==> src/hdl/bsm_pkg.sv <==
// package: constants, register map and types for the brake and standstill monitor
// Operation
// contouring error response class 0..3 selectable, class 0 warning, reset 3
// software should avoid class 0: motor may move unbraked
// brake request rises once amplifier enabled and holding torque present
// brake request high means release/released, low means apply/applied
// release delay 0..200 ms, default 0; brake open after delay
// on disable request drops low, controller stays active for delay
// apply delay 0..100 ms, default 0, control kept with brake applied
// voltage reduction selector: 1 enables reduction, 0 disables
// with reduction, full drive 100 ms after release then holding level
// power-on resets brake control, button, no brake voltage, led off
// indicator led blinks on brake output overload or short circuit
// standstill reported after deviation stays in window for dwell time
// window width 16-bit increments, range 0..32767, default 10
// dwell time 16-bit milliseconds, range 0..32767, default 1
// selector 6 drives active-low function output for in-window deviation
// selector codes 1..6 choose message, 0 reserved, default 5
// window evaluated only in electronic gear or position control mode
// status bit 6 set while deviation lies in standstill window
// brake released while local push-button is pressed; the code does not release while brake_fault is high
// function output held at least two seconds after a message
// delays measured with a one-millisecond tick counter from sys_clk
package bsm_pkg;

    // ------------------------------------------------------------
    // timing
    // ------------------------------------------------------------
    localparam int CLK_HZ = 200_000_000;
    localparam int TICK_MS = 1;
    localparam int TICK_CYC = CLK_HZ / 1000 * TICK_MS;
    localparam int BOOST_MS = 100;
    localparam int HOLD_MSG_MS = 2000;
    localparam int BLINK_MS = 250;

    // ------------------------------------------------------------
    // register map (word indices)
    // ------------------------------------------------------------
    localparam logic [3:0] A_RESP = 4'h0;
    localparam logic [3:0] A_REL = 4'h1;
    localparam logic [3:0] A_APP = 4'h2;
    localparam logic [3:0] A_WIN = 4'h3;
    localparam logic [3:0] A_DWELL = 4'h4;
    localparam logic [3:0] A_FSEL = 4'h5;
    localparam logic [3:0] A_STAT = 4'h6;
    localparam logic [3:0] A_BCTL = 4'h7;

    localparam logic [15:0] RST_RESP = 16'h0003;
    localparam logic [15:0] RST_REL = 16'h0000;
    localparam logic [15:0] RST_APP = 16'h0000;
    localparam logic [15:0] RST_WIN = 16'h000A;
    localparam logic [15:0] RST_DWELL = 16'h0001;
    localparam logic [15:0] RST_FSEL = 16'h0005;
    localparam logic [15:0] RST_BCTL = 16'h0000;

    localparam logic [15:0] MAX_REL = 16'h00C8;
    localparam logic [15:0] MAX_APP = 16'h0064;
    localparam logic [15:0] MAX_WIN = 16'h7FFF;
    localparam logic [15:0] MAX_CLS = 16'h0003;
    localparam logic [15:0] MAX_FSEL = 16'h0006;

    // status and control bit positions
    localparam int ST_INWIN = 6;
    localparam int ST_STILL = 7;
    localparam int ST_BOPEN = 8;
    localparam int ST_CTRL = 9;
    localparam int BC_REDUCE = 0;

    // ------------------------------------------------------------
    // types
    // ------------------------------------------------------------
    typedef enum logic [2:0] {
        FS_RSVD = 3'h0,
        FS_TEMP = 3'h1,
        FS_I2T = 3'h2,
        FS_FOLLOW = 3'h3,
        FS_OVLD = 3'h4,
        FS_STILL = 3'h5,
        FS_INWIN = 3'h6
    } bsm_fsel_t;

    typedef enum logic [1:0] {
        BK_OFF = 2'h0,
        BK_REL = 2'h1,
        BK_ON = 2'h2,
        BK_APP = 2'h3
    } bsm_bk_t;

    typedef struct packed {
        logic amp_enable;
        logic holding_torque;
        logic gear_mode;
        logic pos_mode;
    } bsm_drive_t;

    typedef struct packed {
        logic overtemp;
        logic i2t_limit;
        logic contour_error;
    } bsm_msg_t;

    typedef struct packed {
        logic [3:0] addr;
        logic [15:0] wdata;
        logic wr;
        logic rd;
    } bsm_bus_t;

endpackage

==> src/hdl/bsm_ms_timer.sv <==
// file: millisecond down-counter driven by a shared tick
`timescale 1ns/100ps
module bsm_ms_timer #(
    parameter int W = 16
) (
    // clock and reset
    input wire logic sys_clk,
    input wire logic rst,
    // control
    input wire logic tick,
    input wire logic load,
    input wire logic [W-1:0] count,
    // status
    output logic done
);

    logic [W-1:0] cnt_q;

    // restart on load, count tick-wise toward zero
    always_ff @(posedge sys_clk) begin
        if (rst) begin
            cnt_q <= '0;
        end else if (load) begin
            cnt_q <= count;
        end else if (tick && cnt_q != '0) begin
            cnt_q <= cnt_q - 1'b1;
        end
    end

    assign done = (cnt_q == '0) && !load;

endmodule

==> src/hdl/bsm_tick.sv <==
// file: one-millisecond tick generator
`timescale 1ns/100ps
module bsm_tick #(
    parameter int CYC = bsm_pkg::TICK_CYC
) (
    // clock and reset
    input wire logic sys_clk,
    input wire logic rst,
    // tick out
    output logic tick
);

    logic [31:0] div_q;

    always_ff @(posedge sys_clk) begin
        if (rst) begin
            div_q <= '0;
            tick <= 1'b0;
        end else if (div_q == 32'(CYC - 1)) begin
            div_q <= '0;
            tick <= 1'b1;
        end else begin
            div_q <= div_q + 32'h1;
            tick <= 1'b0;
        end
    end

endmodule

==> src/hdl/bsm_top.sv <==
// file: brake sequencing and standstill monitor top level
//
// Our own choices: the address map and the strobed register port.
`timescale 1ns/100ps
module bsm_top #(
    parameter int TICK_CYC = bsm_pkg::TICK_CYC
) (
    // clock and reset
    input wire logic sys_clk,
    input wire logic rst,
    // register port
    input wire bsm_pkg::bsm_bus_t bus,
    output logic [15:0] rdata,
    // drive state
    input wire bsm_pkg::bsm_drive_t drive,
    input wire bsm_pkg::bsm_msg_t msg,
    input wire logic [15:0] deviation,
    // brake controller side
    input wire logic brake_button,
    input wire logic brake_fault,
    // outputs
    output logic brake_release_request,
    output logic controller_active,
    output logic brake_drive_full,
    output logic brake_drive_hold,
    output logic brake_led,
    output logic function_output_n,
    output logic contour_error_stop,
    output logic [1:0] contour_error_response
);

    // ------------------------------------------------------------
    // registers
    // ------------------------------------------------------------
    logic [15:0] resp_q;
    logic [15:0] rel_q;
    logic [15:0] app_q;
    logic [15:0] win_q;
    logic [15:0] dwell_q;
    logic [15:0] fsel_q;
    logic [15:0] bctl_q;
    logic [15:0] stat_q;
    logic tick;

    bsm_tick #(
        .CYC(TICK_CYC)
    ) u_tick (
        .sys_clk(sys_clk),
        .rst(rst),
        .tick(tick)
    );

    // out-of-range writes are dropped, registers keep their value; bctl takes bit 0 of every write
    always_ff @(posedge sys_clk) begin
        if (rst) begin
            resp_q <= bsm_pkg::RST_RESP;
            rel_q <= bsm_pkg::RST_REL;
            app_q <= bsm_pkg::RST_APP;
            win_q <= bsm_pkg::RST_WIN;
            dwell_q <= bsm_pkg::RST_DWELL;
            fsel_q <= bsm_pkg::RST_FSEL;
            bctl_q <= bsm_pkg::RST_BCTL;
        end else if (bus.wr) begin
            case (bus.addr)
                bsm_pkg::A_RESP: begin
                    if (bus.wdata <= bsm_pkg::MAX_CLS) begin
                        resp_q <= bus.wdata;
                    end
                end
                bsm_pkg::A_REL: begin
                    if (bus.wdata <= bsm_pkg::MAX_REL) begin
                        rel_q <= bus.wdata;
                    end
                end
                bsm_pkg::A_APP: begin
                    if (bus.wdata <= bsm_pkg::MAX_APP) begin
                        app_q <= bus.wdata;
                    end
                end
                bsm_pkg::A_WIN: begin
                    if (bus.wdata <= bsm_pkg::MAX_WIN) begin
                        win_q <= bus.wdata;
                    end
                end
                bsm_pkg::A_DWELL: begin
                    if (bus.wdata <= bsm_pkg::MAX_WIN) begin
                        dwell_q <= bus.wdata;
                    end
                end
                bsm_pkg::A_FSEL: begin
                    if (bus.wdata >= 16'h0001 &&
                        bus.wdata <= bsm_pkg::MAX_FSEL) begin
                        fsel_q <= bus.wdata;
                    end
                end
                bsm_pkg::A_BCTL: begin
                    bctl_q <= {15'h0000, bus.wdata[bsm_pkg::BC_REDUCE]};
                end
                default: begin
                end
            endcase
        end
    end

    // read data one cycle after the strobe
    always_ff @(posedge sys_clk) begin
        if (rst) begin
            rdata <= 16'h0000;
        end else if (bus.rd) begin
            case (bus.addr)
                bsm_pkg::A_RESP: rdata <= resp_q;
                bsm_pkg::A_REL: rdata <= rel_q;
                bsm_pkg::A_APP: rdata <= app_q;
                bsm_pkg::A_WIN: rdata <= win_q;
                bsm_pkg::A_DWELL: rdata <= dwell_q;
                bsm_pkg::A_FSEL: rdata <= fsel_q;
                bsm_pkg::A_STAT: rdata <= stat_q;
                bsm_pkg::A_BCTL: rdata <= bctl_q;
                default: rdata <= 16'h0000;
            endcase
        end else begin
            rdata <= 16'h0000;
        end
    end

    // ------------------------------------------------------------
    // contouring error response
    // ------------------------------------------------------------
    always_ff @(posedge sys_clk) begin
        if (rst) begin
            contour_error_response <= bsm_pkg::RST_RESP[1:0];
            contour_error_stop <= 1'b0;
        end else begin
            contour_error_response <= resp_q[1:0];
            // class 0 is warning only; software should avoid it
            contour_error_stop <= msg.contour_error &&
                                  (resp_q[1:0] != 2'h0);
        end
    end

    // ------------------------------------------------------------
    // brake sequencing
    // ------------------------------------------------------------
    bsm_pkg::bsm_bk_t bk_q;
    logic want_on;
    logic bk_load;
    logic [15:0] bk_cnt;
    logic bk_done;

    assign want_on = drive.amp_enable && drive.holding_torque;
    assign bk_load = (bk_q == bsm_pkg::BK_OFF && want_on) ||
                     ((bk_q == bsm_pkg::BK_REL ||
                       bk_q == bsm_pkg::BK_ON) && !drive.amp_enable);
    assign bk_cnt = (bk_q == bsm_pkg::BK_OFF) ? rel_q : app_q;

    bsm_ms_timer #(
        .W(16)
    ) u_bk_tmr (
        .sys_clk(sys_clk),
        .rst(rst),
        .tick(tick),
        .load(bk_load),
        .count(bk_cnt),
        .done(bk_done)
    );

    always_ff @(posedge sys_clk) begin
        if (rst) begin
            bk_q <= bsm_pkg::BK_OFF;
        end else begin
            case (bk_q)
                bsm_pkg::BK_OFF: begin
                    if (want_on) begin
                        bk_q <= bsm_pkg::BK_REL;
                    end
                end
                bsm_pkg::BK_REL: begin
                    if (!drive.amp_enable) begin
                        bk_q <= bsm_pkg::BK_APP;
                    end else if (bk_done) begin
                        bk_q <= bsm_pkg::BK_ON;
                    end
                end
                bsm_pkg::BK_ON: begin
                    if (!drive.amp_enable) begin
                        bk_q <= bsm_pkg::BK_APP;
                    end
                end
                bsm_pkg::BK_APP: begin
                    if (bk_done) begin
                        bk_q <= bsm_pkg::BK_OFF;
                    end
                end
                default: bk_q <= bsm_pkg::BK_OFF;
            endcase
        end
    end

    // request high = release, low = apply
    always_ff @(posedge sys_clk) begin
        if (rst) begin
            brake_release_request <= 1'b0;
            controller_active <= 1'b0;
        end else begin
            brake_release_request <= (bk_q == bsm_pkg::BK_REL) ||
                                     (bk_q == bsm_pkg::BK_ON);
            controller_active <= (bk_q != bsm_pkg::BK_OFF);
        end
    end

    // ------------------------------------------------------------
    // brake controller drive stage
    // ------------------------------------------------------------
    logic rel_cmd;
    logic rel_cmd_q;
    logic boost_q;
    logic [15:0] boost_ms_q;
    logic [15:0] blink_q;
    logic led_q;

    assign rel_cmd = (brake_release_request || brake_button) &&
                     !brake_fault;

    always_ff @(posedge sys_clk) begin
        if (rst) begin
            rel_cmd_q <= 1'b0;
            boost_q <= 1'b0;
            boost_ms_q <= 16'h0000;
        end else begin
            rel_cmd_q <= rel_cmd;
            if (rel_cmd && !rel_cmd_q) begin
                boost_q <= 1'b1;
                boost_ms_q <= 16'(bsm_pkg::BOOST_MS);
            end else if (!rel_cmd) begin
                boost_q <= 1'b0;
            end else if (tick && boost_ms_q != 16'h0000) begin
                boost_ms_q <= boost_ms_q - 16'h0001;
                if (boost_ms_q == 16'h0001) begin
                    boost_q <= 1'b0;
                end
            end
        end
    end

    always_ff @(posedge sys_clk) begin
        if (rst) begin
            brake_drive_full <= 1'b0;
            brake_drive_hold <= 1'b0;
        end else begin
            brake_drive_full <= rel_cmd && (boost_q || !rel_cmd_q ||
                !bctl_q[bsm_pkg::BC_REDUCE]);
            brake_drive_hold <= rel_cmd && rel_cmd_q && !boost_q &&
                bctl_q[bsm_pkg::BC_REDUCE];
        end
    end

    // fault blink
    always_ff @(posedge sys_clk) begin
        if (rst) begin
            blink_q <= 16'h0000;
            led_q <= 1'b0;
            brake_led <= 1'b0;
        end else begin
            if (!brake_fault) begin
                blink_q <= 16'h0000;
                led_q <= 1'b0;
            end else if (tick) begin
                if (blink_q == 16'(bsm_pkg::BLINK_MS - 1)) begin
                    blink_q <= 16'h0000;
                    led_q <= !led_q;
                end else begin
                    blink_q <= blink_q + 16'h0001;
                end
            end
            brake_led <= brake_fault && !led_q;
        end
    end

    // ------------------------------------------------------------
    // standstill window
    // ------------------------------------------------------------
    logic [15:0] dev_abs;
    logic in_win;
    logic in_win_q;
    logic still_done;

    assign dev_abs = deviation[15] ? 16'(-deviation) : deviation;
    assign in_win = (drive.gear_mode || drive.pos_mode) &&
                    (dev_abs <= win_q);

    bsm_ms_timer #(
        .W(16)
    ) u_still_tmr (
        .sys_clk(sys_clk),
        .rst(rst),
        .tick(tick),
        .load(in_win && !in_win_q),
        .count(dwell_q),
        .done(still_done)
    );

    always_ff @(posedge sys_clk) begin
        if (rst) begin
            in_win_q <= 1'b0;
            stat_q <= 16'h0000;
        end else begin
            in_win_q <= in_win;
            stat_q <= 16'h0000;
            stat_q[bsm_pkg::ST_INWIN] <= in_win;
            stat_q[bsm_pkg::ST_STILL] <= in_win && in_win_q &&
                                         still_done;
            stat_q[bsm_pkg::ST_BOPEN] <= (bk_q == bsm_pkg::BK_ON);
            stat_q[bsm_pkg::ST_CTRL] <= (bk_q != bsm_pkg::BK_OFF);
        end
    end

    // ------------------------------------------------------------
    // function output
    // ------------------------------------------------------------
    logic msg_now;
    logic [15:0] hold_q;

    always_comb begin
        case (bsm_pkg::bsm_fsel_t'(fsel_q[2:0]))
            bsm_pkg::FS_TEMP: msg_now = msg.overtemp;
            bsm_pkg::FS_I2T: msg_now = msg.i2t_limit;
            bsm_pkg::FS_FOLLOW: msg_now = msg.contour_error;
            bsm_pkg::FS_OVLD: msg_now = msg.overtemp || msg.i2t_limit ||
                                        msg.contour_error;
            bsm_pkg::FS_STILL: msg_now = stat_q[bsm_pkg::ST_STILL];
            bsm_pkg::FS_INWIN: msg_now = stat_q[bsm_pkg::ST_INWIN];
            default: msg_now = 1'b0;
        endcase
    end

    // stretch each message to at least two seconds
    always_ff @(posedge sys_clk) begin
        if (rst) begin
            hold_q <= 16'h0000;
            function_output_n <= 1'b1;
        end else begin
            if (msg_now) begin
                hold_q <= 16'(bsm_pkg::HOLD_MSG_MS);
            end else if (tick && hold_q != 16'h0000) begin
                hold_q <= hold_q - 16'h0001;
            end
            function_output_n <= !(msg_now || hold_q != 16'h0000);
        end
    end

endmodule

==> config.mk <==
export PLATFORM = sky130hd
export DESIGN_NAME = bsm_top
export DESIGN_NICKNAME = d
export VERILOG_FILES = /design/src/hdl/bsm_pkg.sv /design/src/hdl/bsm_ms_timer.sv /design/src/hdl/bsm_tick.sv /design/src/hdl/bsm_top.sv
export SDC_FILE = /design/constraint.sdc
export NUM_CORES = 1
export LEC_CHECK = 0
export BUFFER_PORTS_ARGS = -buffer_cell sky130_fd_sc_hd__buf_4
export CORE_MARGIN = 2
export CORE_UTILIZATION = 63
export CTS_BUF_LIST = sky130_fd_sc_hd__clkbuf_8
export DETAILED_ROUTE_END_ITERATION = 6
export GPL_TIMING_DRIVEN = 0
export HOLD_SLACK_MARGIN = 0.08
export PLACE_DENSITY_LB_ADDON = 0.3
export SLEW_MARGIN = 20
export SYNTH_ARGS = -nofsm -noshare
export SYNTH_HDL_FRONTEND = slang
export SYNTH_SLANG_ARGS = --single-unit
==> constraint.sdc <==
create_clock -name sys_clk -period 5.6 [get_ports sys_clk]
set_clock_uncertainty 0.05 [all_clocks]
set_input_delay 1.12 -clock sys_clk [delete_from_list [all_inputs] [get_ports sys_clk]]
set_output_delay 1.12 -clock sys_clk [all_outputs]
set_load 0.01 [all_outputs]
==> results.json <==
{
  "status": "completed",
  "hold_class": "register to register",
  "antenna_found_initial": 1,
  "drc": 0,
  "finalPower_mw": 4.55,
  "internal_power_mw": 3.08,
  "regMostFlops": "u_tick.div_q",
  "cp_max_fo": 10,
  "wl_per_cell_um": 18.0,
  "vdd_drop_max_uv": 493,
  "ys_ff_latch": 243,
  "post-cts-setup-buffers": 0,
  "synth-edff-count": 0,
  "cts_num_sinks": 243,
  "syn_avg_cell_area_sq_um": 8.48,
  "cp.arrival_ps": 5040,
  "p_per_area_nw_per_um2": 355,
  "crit_required_ps": 5980,
  "tightestPinTransition_ps": 1130,
  "start_kind": "input port",
  "first_global_vias": 9464,
  "critPathCaptureType": "register",
  "pwr-share-seq_pct": 42.0,
  "sw_frac_of_total_pct": 32.3,
  "start_util_pct": 64.7,
  "fin_crit_sh_pct": 83.2,
  "hold_buffers": 0,
  "fmax_ghz": 0.215,
  "path_cells": "buf_4 > nor4_1 > nor2b_1 > nand2_1 > or4_1 > nor4b_1 > ha_1 > nand4_1 > nor4_1 > nand2_1 > nor3_1 > nor2_1 > clkbuf_1 > a211oi_1",
  "syn_inst": 1324,
  "dieArea_sq_um": 18900,
  "ios": 74,
  "synth_area_sq_um": 11200,
  "async_flop_share_pct": 0,
  "largest_reg_flops": 32,
  "netlist.area_leader.share_pct": 43.3,
  "finalHoldViolCount": 0,
  "synth_seq_area_share_pct": 43.3,
  "area_growth_pct": 14.1,
  "grt_overflow": 0,
  "cts_buffer_depth": 3,
  "maxCapViolCount": 0,
  "cts_resized": 0,
  "synth.most_common_cell": "dfxtp_1",
  "tritoncts": "built",
  "vias": 10300,
  "switchingPower_mw": 1.47,
  "period_needed_ps": 4660,
  "leakagePower_nw": 4.84,
  "synthesis.nets": 1402,
  "die_h_um": 137,
  "finalSetupViolCount": 0,
  "ys_types": 60,
  "root_buffer": "clkbuf_8",
  "drtIter0Drc": 1055,
  "power_frac_comb_pct": 23.7,
  "port_buffers": 66,
  "drv_slew": 0,
  "synth_area_leaders": "dfxtp_1, nand2_1, nor2_1",
  "die_w_um": 137,
  "grt_pass1_wl_um": 48000,
  "clk_pin_slew_ps": 60,
  "clock_latency_ps": 540,
  "ys.flop_type": "dfxtp_1",
  "critical_path_class": "input port to register",
  "hpwl_um": 21900,
  "synth-warning-count": 0,
  "p_clk_share_pct": 34.4,
  "yosys-top-cells-count": "dfxtp_1, nand2_1, nor2_1",
  "htree_levels": 2,
  "cts_made_buffers": 40,
  "fin_util_pct": 73.8,
  "maxSlewHeadroom_pct": 23.9,
  "cp_slowest_cell": "nor3_1",
  "finalNetCount": 1510,
  "drive_above_1_share_pct": 10.2,
  "post_drt_via_cell_ratio": 6.13,
  "core_sq_um": 17400,
  "cpPeakStageDelay_ps": 580,
  "rows": 48,
  "drtPass1Iterations": 6,
  "rsz0062_at_grt": "no",
  "yosysTopAreaCell": "dfxtp_1",
  "grt_start_max_net_pins": 11,
  "ant_nets": 0,
  "grt_use_total_pct": 32.3,
  "fin_setup_tns_ps": 0,
  "wirelength_um": 30200,
  "place_congestion": 0.947
}
critical path, delay by kind of cell:
family,cells,cell delay (ps)
AO/OA/AOI/OAI,1,300
adder cells (fa/ha/maj),1,220
buffers and inverters,2,420
AND/OR/NAND/NOR,10,2990
final timing paths:
kind | startpoint | endpoint | slack [ps] | cells past startpoint
setup / recovery | deviation[3] | u_still_tmr.cnt_q[5]$_SDFFE_PP0P_ | 940 | 14
hold / removal | led_q$_SDFFE_PP0P_ | brake_led$_SDFF_PP0_ | 400 | 1
setup reg to reg | win_q[15]$_SDFFE_PP0P_ | u_still_tmr.cnt_q[5]$_SDFFE_PP0P_ | 2610 | 9
hold reg to reg | led_q$_SDFFE_PP0P_ | brake_led$_SDFF_PP0_ | 400 | 1
cells in the final DEF (no fill, tap or decap), types with 19 or more instances in the layout:
cell      Yosys  routed
xnor2_1      55      55
mux2i_1      38      38
o21ai_0      42      42
nand3_1      35      35
clkbuf_8      0      48
buf_4         0      66
nor4_1       31      29
nor3_1       46      46
nor2_1      142     142
xor2_1       29      29
a21oi_1      90      90
ha_1         29      29
clkbuf_1     57      57
dfxtp_1     243     243
inv_1        43      52
a22oi_1      38      38
nand2_1     152     152
or3_1        19      19
and3_1       42      42
power groups by stage:
stage          clock network, mW  registers (mW)  logic [mW]
3_3_place_gp                   0            1.93        1.02
5_1_grt                     1.65            1.92        1.19
3_5_place_dp                   0            1.94        1.04
4_1_cts                     1.57            1.90        1.05
2_1_floorplan                  0            1.92       0.775
6_report                    1.56            1.91        1.08
metrics by stage:
| step | instance area (sq um) | instances | setup slack, ps | hold slack [ps] |
|---|---|---|---|---|
| detailed placement | 12000 | 1615 | 447 | 394 |
| finish | 12800 | 1682 | 939 | 402 |
| global placement | 12000 | 1615 | 509 | 373 |
| floorplan | 11200 | 1324 | 1270 | 360 |
| CTS | 12800 | 1681 | 972 | 405 |
| global route | 12800 | 1681 | 503 | 431 |
routing by layer:
layer  up-vias  wire length, um  GRT usage (%)
met2       484            13700           51.2
met1      4806            12700           42.9
met4         0              993           12.8
met3        93             2910           6.84
met5         -                0              0
li1       4932                -              -
cells by family (layout without fill, tap and decap cells):
group | after synthesis | after routing | synth area share (%)
AND/OR/NAND/NOR | 565 | 565 | 24.8
AO/OA/AOI/OAI | 258 | 258 | 14.9
flip-flops | 243 | 243 | 43.3
buffers and inverters | 104 | 236 | 3.49
XOR/XNOR | 84 | 84 | 6.55
multiplexers | 41 | 41 | 3.69
adder cells (fa/ha/maj) | 29 | 29 | 3.23
other | 0 | 1 | 0
layout make-up:
class	instances	area (sq um)
well taps	225	282
plain buffers	61	230
fillers	1314	4540
clock buffers	48	661
multi-input cells	977	5980
flip-flops and latches	243	4860
clock inverters	18	133
diodes	1	2.50
inverters	43	161
repair buffers	66	495
(Power assumes the default switching activity.)
